<file path="src/include/tal_pkg.sv">
// tal_pkg: register map, field positions, reset values and timing counts
// for the thermal alarm output block; used by logic/ files by scoped name.
package tal_pkg;

	// register byte addresses on the axi4-lite slave
	localparam logic [7:0] ADDR_CONFIG     = 8'h04;  // control word
	localparam logic [7:0] ADDR_UPPER      = 8'h08;  // upper limit
	localparam logic [7:0] ADDR_LOWER      = 8'h0C;  // lower limit
	localparam logic [7:0] ADDR_CRIT       = 8'h10;  // critical_alarm_limit
	localparam logic [7:0] ADDR_AMBIENT    = 8'h14;  // newest reading + flags
	localparam logic [7:0] ADDR_CAPABILITY = 8'h18;  // read-only capability
	localparam logic [7:0] ADDR_RESOLUTION = 8'h20;  // pointer 0000_1000 * 4
	localparam logic [7:0] RES_POINTER     = 8'h08;  // printed pointer (index)

	// control word field positions
	localparam int CFG_MODE      = 0;   // 1 = interrupt mode
	localparam int CFG_POL       = 1;   // 1 = active high
	localparam int CFG_CRIT_ONLY = 2;
	localparam int CFG_EN        = 3;
	localparam int CFG_STATUS    = 4;
	localparam int CFG_CLEAR     = 5;
	localparam int CFG_LOCK_W    = 6;
	localparam int CFG_LOCK_C    = 7;
	localparam int CFG_SHDN      = 8;
	localparam int CFG_HYST_LO   = 9;
	localparam int CFG_HYST_HI   = 10;
	localparam int CAP_RES_LO    = 3;   // resolution mirror in capability
	localparam int CAP_RES_HI    = 4;

	// reset values
	localparam logic [15:0] CONFIG_RST = 16'h0000;
	localparam logic [1:0]  RES_RST    = 2'b01;   // 0.25 degree per lsb
	localparam logic [12:0] LIMIT_RST  = 13'h0000;

	// hysteresis in 1/16 degree units: 0, 1.5, 3, 6 degrees
	localparam logic [12:0] HYST_0 = 13'h0000;
	localparam logic [12:0] HYST_1 = 13'h0018;
	localparam logic [12:0] HYST_2 = 13'h0030;
	localparam logic [12:0] HYST_3 = 13'h0060;

	// conversion_time per resolution, in ms, and clock rate
	localparam int CLK_HZ       = 40_000_000;
	localparam int CONV_MS_0    = 30;
	localparam int CONV_MS_1    = 65;
	localparam int CONV_MS_2    = 130;
	localparam int CONV_MS_3    = 260;
	localparam int CONV_CYC_0   = CONV_MS_0 * (CLK_HZ / 1000);
	localparam int CONV_CYC_1   = CONV_MS_1 * (CLK_HZ / 1000);
	localparam int CONV_CYC_2   = CONV_MS_2 * (CLK_HZ / 1000);
	localparam int CONV_CYC_3   = CONV_MS_3 * (CLK_HZ / 1000);

	// axi response codes
	localparam logic [1:0] RESP_OKAY   = 2'b00;
	localparam logic [1:0] RESP_SLVERR = 2'b10;

endpackage

</file>
<file path="src/logic/tal_alarm_top.sv">
// tal_alarm_top: limit comparison and alarm pin logic with axi4-lite registers.
// assumes ambient readings arrive as 13-bit two's complement in 1/16 degree
// on ambient_temp, sampled at each completed conversion; one clock domain.
//
// The implementer's own choices: the address map and the AXI4-Lite interface to the registers.
`timescale 1ns/100ps
module tal_alarm_top #(
	parameter int CONV_CYC_0 = tal_pkg::CONV_CYC_0,
	parameter int CONV_CYC_1 = tal_pkg::CONV_CYC_1,
	parameter int CONV_CYC_2 = tal_pkg::CONV_CYC_2,
	parameter int CONV_CYC_3 = tal_pkg::CONV_CYC_3
) (
	// clock and reset
	input  wire logic        aclk,
	input  wire logic        aresetn,
	// axi4-lite write address
	input  wire logic [7:0]  s_axi_awaddr,
	input  wire logic        s_axi_awvalid,
	output logic             s_axi_awready,
	// axi4-lite write data
	input  wire logic [31:0] s_axi_wdata,
	input  wire logic [3:0]  s_axi_wstrb,
	input  wire logic        s_axi_wvalid,
	output logic             s_axi_wready,
	// axi4-lite write response
	output logic [1:0]       s_axi_bresp,
	output logic             s_axi_bvalid,
	input  wire logic        s_axi_bready,
	// axi4-lite read address
	input  wire logic [7:0]  s_axi_araddr,
	input  wire logic        s_axi_arvalid,
	output logic             s_axi_arready,
	// axi4-lite read data
	output logic [31:0]      s_axi_rdata,
	output logic [1:0]       s_axi_rresp,
	output logic             s_axi_rvalid,
	input  wire logic        s_axi_rready,
	// sensor
	input  wire logic [12:0] ambient_temp,
	output logic             conv_done,
	// alarm pin
	output logic             alarm_out
);

	// register state
	logic [15:0] config_word;   // stored control bits (status/clear not stored)
	logic [12:0] upper_limit;
	logic [12:0] lower_limit;
	logic [12:0] critical_alarm_limit;
	logic [1:0]  resolution;
	logic [12:0] ambient;       // newest reading

	// comparison state, the three comparisons each with a hysteresis band
	logic        above_upper;
	logic        below_lower;
	logic        above_crit;
	logic        int_latch;     // interrupt-mode event held until cleared
	logic        alarm_active;  // logical alarm before polarity

	// bus handshake state
	logic        aw_held;
	logic        w_held;
	logic [7:0]  aw_addr;
	logic [31:0] w_data;
	logic [3:0]  w_strb;

	// decoded control bits
	wire         mode_int   = config_word[tal_pkg::CFG_MODE];
	wire         pol_high   = config_word[tal_pkg::CFG_POL];
	wire         crit_only  = config_word[tal_pkg::CFG_CRIT_ONLY];
	wire         alarm_en   = config_word[tal_pkg::CFG_EN];
	wire         locked     = config_word[tal_pkg::CFG_LOCK_W]
	                          | config_word[tal_pkg::CFG_LOCK_C];
	wire         shutdown   = config_word[tal_pkg::CFG_SHDN];
	wire [1:0]   hyst_sel   = config_word[tal_pkg::CFG_HYST_HI:tal_pkg::CFG_HYST_LO];

	// hysteresis value
	logic [12:0] hyst;
	always_comb begin
		case (hyst_sel)
			2'b00:   hyst = tal_pkg::HYST_0;
			2'b01:   hyst = tal_pkg::HYST_1;
			2'b10:   hyst = tal_pkg::HYST_2;
			default: hyst = tal_pkg::HYST_3;
		endcase
	end

	// conversion pacing; stopped in shutdown
	tal_conv_timer #(
		.CYC_0 (CONV_CYC_0),
		.CYC_1 (CONV_CYC_1),
		.CYC_2 (CONV_CYC_2),
		.CYC_3 (CONV_CYC_3)
	) u_timer (
		.aclk       (aclk),
		.aresetn    (aresetn),
		.run        (!shutdown),
		.resolution (resolution),
		.conv_done  (conv_done)
	);

	// signed compare helpers on the new reading
	wire signed [12:0] t_new  = $signed(ambient_temp);
	wire signed [12:0] t_up   = $signed(upper_limit);
	wire signed [12:0] t_lo   = $signed(lower_limit);
	wire signed [12:0] t_cr   = $signed(critical_alarm_limit);
	wire signed [12:0] t_hy   = $signed(hyst);

	// upper trips above the plain limit and crit at it, both release only below limit minus hysteresis; lower trips below limit minus hysteresis, releases at limit
	wire next_above_upper = (t_new > t_up) ? 1'b1 :
	                        (t_new < t_up - t_hy) ? 1'b0 : above_upper;
	wire next_above_crit  = (t_new >= t_cr) ? 1'b1 :
	                        (t_new < t_cr - t_hy) ? 1'b0 : above_crit;
	wire next_below_lower = (t_new < t_lo - t_hy) ? 1'b1 :
	                        (t_new >= t_lo) ? 1'b0 : below_lower;
	wire next_window      = next_above_upper | next_below_lower;
	wire cur_window       = above_upper | below_lower;

	// write decode
	wire         wr_fire    = aw_held & w_held & !s_axi_bvalid;
	wire         wr_cfg     = wr_fire & (aw_addr == tal_pkg::ADDR_CONFIG);
	wire         wr_up      = wr_fire & (aw_addr == tal_pkg::ADDR_UPPER);
	wire         wr_lo      = wr_fire & (aw_addr == tal_pkg::ADDR_LOWER);
	wire         wr_cr      = wr_fire & (aw_addr == tal_pkg::ADDR_CRIT);
	wire         wr_res     = wr_fire & (aw_addr == tal_pkg::ADDR_RESOLUTION);
	wire         wr_hit     = wr_cfg | wr_up | wr_lo | wr_cr | wr_res;
	wire         int_clear  = wr_cfg & w_strb[0] & w_data[tal_pkg::CFG_CLEAR];
	wire         limit_ok   = !locked;
	wire [15:0]  cfg_wdata  = w_data[15:0];

	// next control word: byte lanes, lock on hysteresis, shutdown set blocked
	logic [15:0] next_config;
	always_comb begin
		next_config = config_word;
		if (wr_cfg && w_strb[0]) begin
			next_config[7:0] = cfg_wdata[7:0];
		end
		if (wr_cfg && w_strb[1]) begin
			next_config[tal_pkg::CFG_SHDN] = cfg_wdata[tal_pkg::CFG_SHDN]
			                                 & (!locked | shutdown);
			if (!locked) begin
				next_config[tal_pkg::CFG_HYST_HI:tal_pkg::CFG_HYST_LO] =
					cfg_wdata[tal_pkg::CFG_HYST_HI:tal_pkg::CFG_HYST_LO];
			end
		end
		// lock bits stay once set; status and clear never stored
		next_config[tal_pkg::CFG_LOCK_W] = config_word[tal_pkg::CFG_LOCK_W]
		                                   | next_config[tal_pkg::CFG_LOCK_W];
		next_config[tal_pkg::CFG_LOCK_C] = config_word[tal_pkg::CFG_LOCK_C]
		                                   | next_config[tal_pkg::CFG_LOCK_C];
		next_config[tal_pkg::CFG_STATUS] = 1'b0;
		next_config[tal_pkg::CFG_CLEAR]  = 1'b0;
		next_config[15:11]               = 5'h00;
	end

	// register writes
	always_ff @(posedge aclk) begin
		if (!aresetn) begin
			config_word          <= tal_pkg::CONFIG_RST;
			upper_limit          <= tal_pkg::LIMIT_RST;
			lower_limit          <= tal_pkg::LIMIT_RST;
			critical_alarm_limit <= tal_pkg::LIMIT_RST;
			resolution           <= tal_pkg::RES_RST;
		end else begin
			config_word <= next_config;
			if (wr_up && limit_ok && w_strb[0]) begin
				upper_limit <= w_data[12:0];
			end
			if (wr_lo && limit_ok && w_strb[0]) begin
				lower_limit <= w_data[12:0];
			end
			if (wr_cr && limit_ok && w_strb[0]) begin
				critical_alarm_limit <= w_data[12:0];
			end
			if (wr_res && w_strb[0]) begin
				resolution <= w_data[1:0];
			end
		end
	end

	// comparisons update only on a completed conversion
	always_ff @(posedge aclk) begin
		if (!aresetn) begin
			ambient     <= 13'h0000;
			above_upper <= 1'b0;
			below_lower <= 1'b0;
			above_crit  <= 1'b0;
		end else if (conv_done) begin
			ambient     <= ambient_temp;
			above_upper <= next_above_upper;
			below_lower <= next_below_lower;
			above_crit  <= next_above_crit;
		end
	end

	// interrupt latch: set on crossing into the window violation, or by a
	// critical event; a clear write, shutdown or a switch to comparator releases it; set wins over clear
	wire int_set = conv_done & !shutdown & mode_int & !crit_only
	               & ((next_window & !cur_window) | next_above_crit);
	// switch to comparator seen at the write edge, so the pin never glitches
	wire mode_to_cmp = mode_int & !next_config[tal_pkg::CFG_MODE];
	// a clear while still critical is void; software clears after release
	wire clear_ok    = int_clear & !above_crit;

	always_ff @(posedge aclk) begin
		if (!aresetn) begin
			int_latch <= 1'b0;
		end else begin
			if (int_set) begin
				int_latch <= 1'b1;
			end else if (clear_ok || shutdown || mode_to_cmp) begin
				int_latch <= 1'b0;
			end
		end
	end

	// rearm: results are ignored until a conversion completes after
	// leaving shutdown or after a switch to comparator mode
	logic armed;
	always_ff @(posedge aclk) begin
		if (!aresetn) begin
			armed <= 1'b0;
		end else if (shutdown || mode_to_cmp) begin
			armed <= 1'b0;
		end else if (conv_done) begin
			armed <= 1'b1;
		end
	end

	// logical alarm: critical forces comparator, crit-only looks at crit
	always_comb begin
		if (!alarm_en || shutdown || !armed) begin
			alarm_active = 1'b0;
		end else if (crit_only) begin
			alarm_active = above_crit;
		end else if (above_crit) begin
			alarm_active = 1'b1;
		end else if (mode_int) begin
			alarm_active = int_latch;
		end else begin
			alarm_active = cur_window;
		end
	end

	// pin level from flop; polarity applied
	always_ff @(posedge aclk) begin
		if (!aresetn) begin
			// inactive level of the reset polarity
			alarm_out <= !tal_pkg::CONFIG_RST[tal_pkg::CFG_POL];
		end else begin
			alarm_out <= alarm_active ~^ pol_high;
		end
	end

	// axi write channel: accept address and data in either order
	assign s_axi_awready = !aw_held;
	assign s_axi_wready  = !w_held;

	always_ff @(posedge aclk) begin
		if (!aresetn) begin
			aw_held      <= 1'b0;
			w_held       <= 1'b0;
			aw_addr      <= 8'h00;
			w_data       <= 32'h0000_0000;
			w_strb       <= 4'h0;
			s_axi_bvalid <= 1'b0;
			s_axi_bresp  <= tal_pkg::RESP_OKAY;
		end else begin
			if (s_axi_awvalid && !aw_held) begin
				aw_held <= 1'b1;
				aw_addr <= {s_axi_awaddr[7:2], 2'b00};
			end
			if (s_axi_wvalid && !w_held) begin
				w_held <= 1'b1;
				w_data <= s_axi_wdata;
				w_strb <= s_axi_wstrb;
			end
			if (wr_fire) begin
				s_axi_bvalid <= 1'b1;
				s_axi_bresp  <= wr_hit ? tal_pkg::RESP_OKAY : tal_pkg::RESP_SLVERR;
			end else if (s_axi_bvalid && s_axi_bready) begin
				s_axi_bvalid <= 1'b0;
				aw_held      <= 1'b0;
				w_held       <= 1'b0;
			end
		end
	end

	// read mux; status bit shows the logical alarm before polarity, never one in shutdown
	wire        status_bit = alarm_active & !shutdown;
	wire [7:0]  rd_addr    = {s_axi_araddr[7:2], 2'b00};
	wire [15:0] cfg_read   = {config_word[15:5], status_bit, config_word[3:0]};
	wire [15:0] cap_read   = {11'h000, resolution, 3'b000};
	wire [15:0] amb_read   = {above_crit, above_upper, below_lower, ambient};
	logic [31:0] rd_value;
	logic        rd_hit;
	always_comb begin
		rd_hit   = 1'b1;
		rd_value = 32'h0000_0000;
		case (rd_addr)
			tal_pkg::ADDR_CONFIG:     rd_value = {16'h0000, cfg_read};
			tal_pkg::ADDR_UPPER:      rd_value = {19'h0_0000, upper_limit};
			tal_pkg::ADDR_LOWER:      rd_value = {19'h0_0000, lower_limit};
			tal_pkg::ADDR_CRIT:       rd_value = {19'h0_0000, critical_alarm_limit};
			tal_pkg::ADDR_AMBIENT:    rd_value = {16'h0000, amb_read};
			tal_pkg::ADDR_CAPABILITY: rd_value = {16'h0000, cap_read};
			tal_pkg::ADDR_RESOLUTION: rd_value = {30'h0000_0000, resolution};
			default:                  rd_hit   = 1'b0;
		endcase
	end

	// axi read channel: one beat after address accepted
	assign s_axi_arready = !s_axi_rvalid;

	always_ff @(posedge aclk) begin
		if (!aresetn) begin
			s_axi_rvalid <= 1'b0;
			s_axi_rdata  <= 32'h0000_0000;
			s_axi_rresp  <= tal_pkg::RESP_OKAY;
		end else if (s_axi_arvalid && !s_axi_rvalid) begin
			s_axi_rvalid <= 1'b1;
			s_axi_rdata  <= rd_value;
			s_axi_rresp  <= rd_hit ? tal_pkg::RESP_OKAY : tal_pkg::RESP_SLVERR;
		end else if (s_axi_rvalid && s_axi_rready) begin
			s_axi_rvalid <= 1'b0;
		end
	end

endmodule

</file>
<file path="src/logic/tal_conv_timer.sv">
// tal_conv_timer: paces conversions; a pulse marks each completed one.
// assumes a single clock, synchronous active-low reset and run as a level.
`timescale 1ns/100ps
module tal_conv_timer #(
	parameter int CYC_0 = tal_pkg::CONV_CYC_0,
	parameter int CYC_1 = tal_pkg::CONV_CYC_1,
	parameter int CYC_2 = tal_pkg::CONV_CYC_2,
	parameter int CYC_3 = tal_pkg::CONV_CYC_3
) (
	// clock and reset
	input  wire logic       aclk,
	input  wire logic       aresetn,
	// control
	input  wire logic       run,
	input  wire logic [1:0] resolution,
	// completion
	output logic            conv_done
);

	logic [31:0] count;      // cycles into the current conversion
	logic [31:0] period;     // length of conversion at this resolution
	wire         at_end;     // last cycle of a conversion

	// conversion_time follows the selected resolution
	always_comb begin
		case (resolution)
			2'b00:   period = 32'(CYC_0);
			2'b01:   period = 32'(CYC_1);
			2'b10:   period = 32'(CYC_2);
			default: period = 32'(CYC_3);
		endcase
	end

	assign at_end = (count + 32'h0000_0001 >= period);

	// restart from zero while stopped, so the first result after
	// leaving shutdown takes a whole conversion_time
	always_ff @(posedge aclk) begin
		if (!aresetn || !run) begin
			count     <= 32'h0000_0000;
			conv_done <= 1'b0;
		end else if (at_end) begin
			count     <= 32'h0000_0000;
			conv_done <= 1'b1;
		end else begin
			count     <= count + 32'h0000_0001;
			conv_done <= 1'b0;
		end
	end

endmodule

</file>
<file path="config.mk">
export PLATFORM = sky130hd
export DESIGN_NAME = tal_alarm_top
export DESIGN_NICKNAME = d
export VERILOG_FILES = /design/src/include/tal_pkg.sv /design/src/logic/tal_alarm_top.sv /design/src/logic/tal_conv_timer.sv
export SDC_FILE = /design/constraint.sdc
export NUM_CORES = 1
export LEC_CHECK = 0
export ABC_CLOCK_PERIOD_IN_PS = 4700
export BUFFER_PORTS_ARGS = -buffer_cell sky130_fd_sc_hd__buf_2
export CAP_MARGIN = 20
export CELL_PAD_IN_SITES_DETAIL_PLACEMENT = 0
export CELL_PAD_IN_SITES_GLOBAL_PLACEMENT = 1
export CORE_ASPECT_RATIO = 1.75
export CORE_UTILIZATION = 44
export CTS_CLUSTER_SIZE = 30
export DETAILED_ROUTE_END_ITERATION = 8
export GPL_ROUTABILITY_DRIVEN = 0
export MAX_ROUTING_LAYER = met4
export PLACE_DENSITY_LB_ADDON = 0.1
export SYNTH_ARGS = -nofsm -noshare
export SYNTH_HDL_FRONTEND = slang
export SYNTH_HIERARCHICAL = 1
export SYNTH_SLANG_ARGS = --single-unit
export TNS_END_PERCENT = 50
</file>
<file path="constraint.sdc">
create_clock -name aclk -period 4.7 [get_ports aclk]
set_clock_uncertainty 0.15 [all_clocks]
set_input_delay 0.235 -clock aclk [delete_from_list [all_inputs] [get_ports aclk]]
set_output_delay 0.235 -clock aclk [all_outputs]
set_load 0.01 [all_outputs]
</file>
==> flow_metrics.py, run 1 <==
metrics = {
    "outcome": {
        "outcome": "complete, no violations",
    },
    "synthesis": {
        "synth_area_leaders": "dfxtp_1 (32%), ha_1 (15%), nand2_1 (7.3%)",
        "synth-simple-area-share_pct": 21.2,
        "synth_area_mm2": 0.00908,
        "synth_top_family_by_area": "simple AND/OR/NAND/NOR gates",
        "synthMuxAreaShare_pct": 2.88,
        "ys.flop_type": "dfxtp_1",
        "synth_cells": 1099,
        "synth_xor_area_share_pct": 5.11,
        "synth_edf_count": 0,
        "synth_most_common_cell": "nand2_1",
        "postSynthAreaPerCell_um2": 8.26,
        "synth_commonest_cells": "nand2_1 (177), dfxtp_1 (145), a21oi_1 (117), ha_1 (106), nor2_1 (72)",
        "ys_warn_count": 6,
        "synth-adder-area-share_pct": 15.9,
        "synth_compound_area_share_pct": 16.5,
        "synth_seq_cells": 145,
        "yosys.area.top_type_share_pct": 32.0,
        "synth.distinct_cells": 74,
        "yosysTopAreaCell": "dfxtp_1",
        "seq_area_frac_synth_pct": 32.0,
        "synth-async-reset-ratio_pct": 0,
    },
    "timing": {
        "finalHoldViolCount": 0,
        "final.period_utilization_pct": 90.8,
        "fmax_mhz": 234,
        "tns_ns": 0,
        "setup_ws_ns": 0.430,
        "slew_headroom_pct": 30.6,
        "worst_slew_pin_slew_ns": 1.04,
        "whs_ns": 0.0108,
        "rsz0062_at_grt": "false",
        "report.final.setup_viol": 0,
        "layout_min_cycle_time_ns": 4.27,
        "drv_slew": 0,
    },
    "worst_setup_path": {
        "critPathTopFamily": "compound AO/OA/AOI/OAI gates",
        "end_kind": "flop",
        "cpMostUsedCell": "ha_1",
        "cp_slowest_stage_delay_ns": 0.46,
        "cp.arrival_ns": 4.48,
        "cp.required_ns": 4.91,
        "cp_max_fo": 6,
        "critPathLaunchType": "flop",
        "crit_chain": "inv_1 -> ha_1 -> ha_1 -> a21o_1 -> maj3_1 -> a211oi_2 -> nand2_1 -> nor2_1 -> xnor2_1 -> ha_1 -> a21o_1 -> a2111oi_1 -> a22oi_1 -> a211oi_1 -> o21ai_0 -> o211ai_1",
        "critPathBufInv": 1,
        "worst-setup-path-type": "flop to flop",
        "cp_slowest_cell": "ha_1",
    },
    "power_and_ir_drop": {
        "total_power_mw": 2.97,
        "vdd.ir_drop.worst_mv": 0.357,
        "p_leak_nw": 4.08,
        "power.density_mw_per_mm2": 282,
    },
    "cells_and_area": {
        "fillers": 2000,
        "drive_above_1_share_pct": 11.4,
        "stdcell_area_mm2": 0.0105,
        "nets": 1378,
        "area_delta_synth_final_pct": 16.1,
        "antenna_cells": 0,
    },
    "die": {
        "die_area_mm2": 0.0212,
        "die_w_um": 111,
        "die_h_um": 192,
        "core_mm2": 0.0203,
        "pin_count": 115,
        "std_cell_rows": 69,
        "initial_utilization_pct": 44.7,
    },
    "routing": {
        "routed_wl_mm": 27.2,
        "drt_iter0_drc": 406,
        "routed_via_density": 5.58,
        "avgRoutedWirePerCell_um": 18.7,
        "via_count": 8133,
        "drc": 0,
        "ant_nets": 0,
        "drt-pass1-iter-count": 9,
    },
    "worst_hold_path": {
        "min_path_type": "input port to flop",
    },
    "global_route": {
        "grt.total_usage_pct": 26.7,
        "gr-total-overflow": 0,
        "grt_pass1_vias": 7943,
        "grt_max_degree": 70,
        "antenna_found_initial": 0,
        "grt_pass1_wl_mm": 42.0,
    },
    "clock_network": {
        "cts_buffers": 17,
        "cts_buffer_depth": 2,
        "path_clk_slew_ns": 0.06,
        "root_buffer": "clkbuf_16",
        "htree_levels": 4,
        "cts_sinks": 145,
        "clkLatencyLatePin_ns": 0.44,
        "cts_tree": "built",
    },
    "place": {
        "place_ws_ns": 0.385,
        "dp_hpwl_mm": 21.1,
        "dpl_cell_area_mm2": 0.00959,
        "port_buffers": 71,
    },
    "job": {
        "maxCapViolCount": 0,
    },
}
## sequential cells by signal, indices dropped and copies added (netlist names), 2 cells and up
name / count
ambient: 13
w_strb: 2
resolution: 2
u_timer/count: 32
t_up: 13
critical_alarm_limit: 13
aw_addr: 6
config_word: 9
lower_limit: 13
w_data: 13
s_axi_rdata: 16
## metal layers
metal	up-vias	share of wire, %	global-route usage [%]
met4	0	5.5	16.7
met2	185	55	51.5
li1	4060	-	-
met1	3814	36	24.5
met3	74	3.3	3.66
met5	-	0	-
## final timing paths
kind,from,endpoint,slack [ns],cells after the start
max reg2reg,config_word[9]$_SDFFE_PN0P_,int_latch$_SDFFE_PN0P_,0.43,16
min,ambient_temp[1],ambient[1]$_SDFFE_PN0P_,0.01,3
max,config_word[9]$_SDFFE_PN0P_,int_latch$_SDFFE_PN0P_,0.43,16
min reg2reg,s_axi_rdata[13]$_SDFFE_PN0P_,s_axi_rdata[13]$_SDFFE_PN0P_,0.30,2
## through the flow
step	instances	utilization, %
finish	1458	51.9
global route	1458	51.9
CTS	1456	51.8
detailed placement	1393	47.3
global placement	1393	47.3
floorplan	1123	-
## placed cells by master (no fill, tap or decap), types with 9 or more instances in the layout
cell / synthesis / final
nand2_1: 177 / 177
dfxtp_1: 145 / 145
a21oi_1: 117 / 117
ha_1: 106 / 106
nor2_1: 72 / 72
buf_2: 7 / 71
inv_1: 68 / 68
xnor2_1: 42 / 42
nor3_1: 31 / 31
dlygate4sd3_1: 0 / 31
conb_1: 2 / 26
mux2i_1: 25 / 25
nand3_1: 24 / 24
nand4_1: 20 / 20
o21ai_0: 19 / 19
clkbuf_16: 0 / 17
a21o_1: 14 / 14
nor4_1: 11 / 11
xor2_1: 11 / 11
a222oi_1: 11 / 11
nor2b_1: 10 / 10
a22oi_1: 10 / 10
and3_1: 9 / 9
buf_4: 20 / 9
## worst min-delay path, cell delays in order
cell     delay (ns)
buf_2          0.16
mux2i_1        0.09
nor2_1         0.07
## logic make-up (layout without fill, tap and decap cells)
family	count (synthesis)	in the layout
flip-flops	145	145
XOR/XNOR	53	53
adder cells (fa/ha/maj)	115	115
buffers and inverters	126	213
other	2	26
multiplexers	26	26
AND/OR/NAND/NOR	401	401
AO/OA/AOI/OAI	231	231
## final cells by class
cell class              instances  area, um2  area share (%)
well taps                     248        310            2.95
clock buffers                  21        460            4.37
multi-input cells             852       5700            54.1
flip-flops and latches        145       2900            27.6
inverters                      69        260            2.47
clock inverters                11        153            1.45
repair buffers                112        753            7.15
## power breakdown
group / total (mW) / internal, mW / switching [mW] / leakage, nW
clock: 1.42 / 0.867 / 0.552 / 0.290
sequential: 1.29 / 1.26 / 0.0297 / 1.18
combinational: 0.266 / 0.110 / 0.156 / 2.61
total: 2.97 / 2.23 / 0.737 / 4.08
## what timing repair did
action / 4_1_cts / 5_1_grt
gates resized for setup: 0 / 2
endpoints found under the setup margin: 0 / 2
endpoints found under the hold margin: 29 / 0
buffers inserted: 0 / 1
hold buffers: 31 / 0
No activity file was read; power rests on OpenSTA's default activity.
==> inputs of run 2 (changes only) <==
--- a/config.mk
+++ b/config.mk
@@ -10,11 +10,11 @@
 export CAP_MARGIN = 20
 export CELL_PAD_IN_SITES_DETAIL_PLACEMENT = 0
 export CELL_PAD_IN_SITES_GLOBAL_PLACEMENT = 1
-export CORE_ASPECT_RATIO = 1.75
 export CORE_UTILIZATION = 44
 export CTS_CLUSTER_SIZE = 30
 export DETAILED_ROUTE_END_ITERATION = 8
 export GPL_ROUTABILITY_DRIVEN = 0
+export HOLD_SLACK_MARGIN = 0.05
 export MAX_ROUTING_LAYER = met4
 export PLACE_DENSITY_LB_ADDON = 0.1
 export SYNTH_ARGS = -nofsm -noshare
==> run 2 against run 1 <==
- global-route usage is 1.7 points lower
- largest cell class unchanged
- critical path type unchanged
- highest routed layer unchanged
- clock power hardly changed
- final area is 0.23% higher
==> flow_metrics.py, run 2 (synthesized netlist as in run 1, its figures left out) <==
metrics = {
    "outcome": {
        "outcome": "complete, no violations",
    },
    "die": {
        "die_w_um": 146,
        "pin_count": 115,
        "core_mm2": 0.0202,
        "initial_utilization_pct": 44.9,
        "die_area_mm2": 0.0212,
        "die_h_um": 146,
        "std_cell_rows": 52,
    },
    "power_and_ir_drop": {
        "total_power_mw": 2.93,
        "vdd.ir_drop.worst_mv": 0.234,
        "power.density_mw_per_mm2": 278,
        "p_leak_nw": 4.08,
    },
    "global_route": {
        "antenna_found_initial": 0,
        "grt_pass1_wl_mm": 40.1,
        "grt.total_usage_pct": 25.0,
        "grt_max_degree": 85,
        "grt_pass1_vias": 7487,
        "gr-total-overflow": 0,
    },
    "clock_network": {
        "cts_tree": "built",
        "path_clk_slew_ns": 0.07,
        "cts_buffers": 17,
        "htree_levels": 4,
        "clkLatencyLatePin_ns": 0.43,
        "cts_sinks": 145,
        "cts_buffer_depth": 2,
        "root_buffer": "clkbuf_16",
    },
    "place": {
        "dp_cells": 1412,
        "dpl_cell_area_mm2": 0.00960,
        "dp_hpwl_mm": 18.9,
        "port_buffers": 71,
    },
    "cells_and_area": {
        "antenna_cells": 0,
        "top_regs": "u_timer/count (32), s_axi_rdata (16)",
        "nets": 1377,
        "fillers": 2004,
        "final_util_pct": 52.2,
        "area_delta_synth_final_pct": 16.3,
        "fin_cells": 1479,
        "stdcell_area_mm2": 0.0106,
        "largest_reg_flops": 32,
        "final_cell_mix": "nand2_1 (177), dfxtp_1 (145), a21oi_1 (117), ha_1 (105), nor2_1 (72)",
        "mostFrequentLayoutCell": "nand2_1",
        "largest_register": "u_timer/count",
        "drive_above_1_share_pct": 11.4,
    },
    "worst_setup_path": {
        "rr_worst_depth": 16,
        "critPathLaunchType": "flop",
        "reg2reg_to": "above_crit$_SDFFE_PN0P_",
        "worst-setup-path-type": "flop to flop",
        "critPathBufInv": 2,
        "cp.depth": 16,
        "cp-endpoint": "above_crit$_SDFFE_PN0P_",
        "cp_slowest_stage_delay_ns": 0.45,
        "cp_slowest_cell": "dfxtp_1",
        "startpoint": "config_word[9]$_SDFFE_PN0P_",
        "end_kind": "flop",
        "rrSetupSlack_ns": 0.39,
        "cpMostUsedCell": "ha_1",
        "crit_chain": "inv_1 -> ha_2 -> ha_1 -> a21o_1 -> maj3_1 -> and2_1 -> nor4_1 -> xnor2_1 -> ha_1 -> nand4_1 -> a21oi_1 -> a2111oi_0 -> o31ai_1 -> xor2_1 -> buf_4 -> a311oi_1",
        "cp_max_fo": 6,
        "cp.arrival_ns": 4.49,
        "reg2reg_from": "config_word[9]$_SDFFE_PN0P_",
        "cp.required_ns": 4.88,
        "critPathTopFamily": "adder cells",
    },
    "timing": {
        "finalHoldViolCount": 0,
        "report.final.setup_viol": 0,
        "fmax_mhz": 232,
        "worst_slew_pin_slew_ns": 1.01,
        "final.period_utilization_pct": 91.6,
        "drv_slew": 0,
        "layout_min_cycle_time_ns": 4.31,
        "rsz0062_at_grt": "false",
        "slew_headroom_pct": 32.2,
        "tns_ns": 0,
    },
    "routing": {
        "ant_nets": 0,
        "drt_iter0_drc": 374,
        "drc": 0,
        "routed_via_density": 5.38,
        "drt-pass1-iter-count": 5,
        "avgRoutedWirePerCell_um": 17.0,
        "via_count": 7959,
        "routed_wl_mm": 25.2,
    },
    "worst_hold_path": {
        "min_path_cells": 3,
        "min_path_type": "input port to flop",
        "min-delay-start": "ambient_temp[4]",
    },
    "job": {
        "maxCapViolCount": 0,
    },
}
==> run 2: layout make-up <==
| type | count | area [um2] | area share [%] |
|---|---|---|---|
| sequential | 145 | 2900 | 27.5 |
| timing repair buffer | 111 | 754 | 7.15 |
| inverter | 69 | 260 | 2.46 |
| clock buffer | 17 | 425 | 4.03 |
| tap | 270 | 338 | 3.20 |
| multi-input combinational | 852 | 5700 | 53.9 |
| clock inverter | 15 | 183 | 1.73 |
==> run 2: per-stage QoR <==
stage / hold WS [ns] / worst slack [ns]
floorplan: 0.184 / 0.868
global placement: 0.279 / 0.467
detailed placement: 0.278 / 0.424
CTS: 0.0502 / 0.390
global route: 0.0619 / 0.0598
finish: 0.0543 / 0.395
==> run 2: worst min-delay path by stage <==
stage / slack [ns] / endpoint
2_1_floorplan: 0.18 / s_axi_rvalid$_SDFFE_PN0P_
3_3_place_gp: 0.28 / s_axi_rvalid$_SDFFE_PN0P_
3_5_place_dp: 0.28 / s_axi_rvalid$_SDFFE_PN0P_
4_1_cts: 0.05 / ambient[4]$_SDFFE_PN0P_
5_1_grt: 0.06 / ambient[4]$_SDFFE_PN0P_
6_report: 0.05 / ambient[4]$_SDFFE_PN0P_
==> run 2: tightest hold or removal path: cells and delay by family <==
kind                   cells  cell delay [ns]
buffers and inverters      1             0.18
and+or+nand+nor            1             0.07
muxes                      1             0.10
==> run 2: layer usage <==
metal | vias up | part of all wire (%) | track usage [%]
li1 | 4042 | - | -
met3 | 15 | 4.2 | 3.26
met2 | 148 | 46 | 39.2
met4 | 0 | 0.86 | 5.42
met5 | - | 0 | -
met1 | 3754 | 49 | 34.2
==> run 2: where the power goes <==
group          internal (mW)  leakage (nW)  switching [mW]  total (mW)
sequential              1.26          1.18          0.0300        1.29
combinational          0.109          2.61           0.150       0.259
clock                  0.725         0.294           0.662        1.39
total                   2.09          4.08           0.842        2.93
==> run 2: repair_timing <==
action	4_1_cts	5_1_grt
setup endpoints to repair	0	2
gates resized for setup	0	1
hold buffers	33	0
setup buffers	0	1
endpoints found under the hold margin	32	0
==> inputs of run 3 (changes only) <==
--- a/config.mk
+++ b/config.mk
@@ -8,7 +8,7 @@
 export ABC_CLOCK_PERIOD_IN_PS = 4700
 export BUFFER_PORTS_ARGS = -buffer_cell sky130_fd_sc_hd__buf_2
 export CAP_MARGIN = 20
-export CELL_PAD_IN_SITES_DETAIL_PLACEMENT = 0
+export CELL_PAD_IN_SITES_DETAIL_PLACEMENT = 1
 export CELL_PAD_IN_SITES_GLOBAL_PLACEMENT = 1
 export CORE_UTILIZATION = 44
 export CTS_CLUSTER_SIZE = 30
==> run 3 against run 2 <==
- via count up 2.8%
- cell count down 0.20%
- largest cell class unchanged
- largest power group unchanged
- core utilization down 0.17 points
- power up 0.57%
- highest routed layer unchanged
- hold slack better by 0.0033 ns
- critical endpoint unchanged
- clock power about the same
==> flow_metrics.py, run 3 (synthesized netlist as in run 1, its figures left out) <==
metrics = {
    "outcome": {
        "outcome": "complete, no violations",
    },
    "clock_network": {
        "cts_sinks": 145,
        "cts_tree": "built",
        "cts_buffer_depth": 2,
        "root_buffer": "clkbuf_16",
        "post-cts-setup-buffer-count": 0,
        "clkLatencyLatePin_ns": 0.43,
        "path_clk_slew_ns": 0.07,
        "cts_buffers": 17,
        "htree_levels": 4,
    },
    "worst_setup_path": {
        "cpMostUsedCell": "ha_1",
        "crit_chain": "inv_1 -> ha_2 -> ha_1 -> a21o_1 -> maj3_1 -> and2_1 -> nor4_1 -> xnor2_1 -> ha_1 -> nand4_1 -> a21oi_1 -> a2111oi_0 -> o31ai_1 -> xor2_1 -> a311oi_1",
        "reg2reg_to": "above_crit$_SDFFE_PN0P_",
        "cp_slowest_stage_delay_ns": 0.47,
        "cp_max_fo": 6,
        "worst-setup-path-type": "flop to flop",
        "cp.required_ns": 4.85,
        "rr_worst_depth": 15,
        "critPathLaunchType": "flop",
        "rrSetupSlack_ns": 0.35,
        "cp.arrival_ns": 4.50,
        "cp_slowest_cell": "dfxtp_1",
        "reg2reg_from": "config_word[9]$_SDFFE_PN0P_",
        "end_kind": "flop",
    },
    "die": {
        "pin_count": 115,
        "die_area_mm2": 0.0212,
        "core_mm2": 0.0202,
        "die_h_um": 146,
        "std_cell_rows": 52,
        "initial_utilization_pct": 44.9,
        "die_w_um": 146,
    },
    "routing": {
        "ant_nets": 0,
        "routed_via_density": 5.54,
        "wl_met3_um": 931,
        "drt-pass1-iter-count": 5,
        "drc": 0,
        "met2_length_mm": 13.0,
        "routed_wl_mm": 27.2,
        "top_layer_used": "met4",
        "drt_iter0_drc": 326,
        "via_count": 8184,
        "met1_length_mm": 12.9,
        "avgRoutedWirePerCell_um": 18.4,
    },
    "timing": {
        "drv_slew": 0,
        "final.period_utilization_pct": 92.6,
        "report.final.setup_viol": 0,
        "finalHoldViolCount": 0,
        "worst_slew_pin_slew_ns": 1.08,
        "setup_ws_ns": 0.347,
        "slew_headroom_pct": 27.8,
        "rsz0062_at_grt": "false",
        "whs_ns": 0.0575,
        "fmax_mhz": 230,
        "layout_min_cycle_time_ns": 4.35,
        "tns_ns": 0,
    },
    "place": {
        "dp_hpwl_mm": 20.6,
        "place_ws_ns": 0.389,
        "dpl_cell_area_mm2": 0.00960,
        "dp_cells": 1412,
        "port_buffers": 71,
    },
    "cells_and_area": {
        "largest_register": "u_timer/count",
        "fin_cells": 1476,
        "final_util_pct": 52.0,
        "seq_area_mm2": 0.00290,
        "antenna_cells": 0,
        "stdcell_area_mm2": 0.0105,
        "nets": 1374,
        "drive_above_1_share_pct": 11.3,
        "fillers": 2409,
        "area_delta_synth_final_pct": 15.9,
        "top_regs": "u_timer/count (32), s_axi_rdata (16)",
        "final_cell_mix": "nand2_1 (177), dfxtp_1 (145), a21oi_1 (117), ha_1 (105), nor2_1 (72)",
        "multi_input_area_mm2": 0.00570,
        "largest_reg_flops": 32,
        "mostFrequentLayoutCell": "nand2_1",
    },
    "global_route": {
        "grt.total_usage_pct": 27.3,
        "antenna_found_initial": 0,
        "grt_max_degree": 85,
        "grt_pass1_vias": 8260,
        "gr-total-overflow": 0,
        "grt_pass1_wl_mm": 44.2,
    },
    "worst_hold_path": {
        "hold_path_end": "ambient[3]$_SDFFE_PN0P_",
        "min_path_type": "input port to flop",
        "min_path_cells": 3,
        "min-delay-start": "ambient_temp[3]",
    },
    "power_and_ir_drop": {
        "vdd.ir_drop.worst_mv": 0.203,
        "power.density_mw_per_mm2": 280,
        "total_power_mw": 2.95,
        "p_leak_nw": 4.06,
    },
    "job": {
        "maxCapViolCount": 0,
    },
}
-- run 3: layout make-up --
type	instances	share of cell area (%)
timing repair buffer	108	6.89
inverter	69	2.47
tap	270	3.21
clock buffer	17	4.04
multi-input combinational	852	54.1
clock inverter	15	1.69
sequential	145	27.6
-- run 3: critical path, delay by kind of cell, from the launching register on --
family	cells	cell delay, ns
compound gates	5	0.94
xor+xnor	2	0.53
fa+ha+maj	4	1.39
buf+inv	1	0.08
flops	1	0.47
simple gates	3	0.65
-- run 3: how the worst max path moves through the flow --
stage / from / end / slack (ns) / cells past startpoint
after floorplan: config_word[9]$_SDFFE_PN0P_ / int_latch$_SDFFE_PN0P_ / 0.87 / 16
after global placement: config_word[9]$_SDFFE_PN0P_ / int_latch$_SDFFE_PN0P_ / 0.47 / 15
after detailed placement: config_word[9]$_SDFFE_PN0P_ / int_latch$_SDFFE_PN0P_ / 0.39 / 15
after CTS: config_word[9]$_SDFFE_PN0P_ / above_crit$_SDFFE_PN0P_ / 0.33 / 15
after global routing: config_word[9]$_SDFFE_PN0P_ / above_crit$_SDFFE_PN0P_ / 0.07 / 15
final: config_word[9]$_SDFFE_PN0P_ / above_crit$_SDFFE_PN0P_ / 0.35 / 15
-- run 3: report_power, final --
group          switching [mW]  internal [mW]  leakage (nW)
sequential             0.0309           1.26          1.18
clock                   0.675          0.724         0.293
combinational           0.155          0.108          2.59
total                   0.860           2.09          4.06
-- run 3: repair_timing --
| item | in CTS | in global routing |
|---|---|---|
| hold buffers | 32 | 0 |
| hold endpoints to repair | 32 | 0 |
| setup endpoints to repair | 0 | 1 |
| gates resized for setup | 0 | 1 |
-- run 3: per-layer routing --
metal / vias up / GRT usage, %
met4: 0 / 6.63
met3: 26 / 3.42
li1: 4033 / -
met5: - / -
met1: 3989 / 35.6
met2: 136 / 44.9
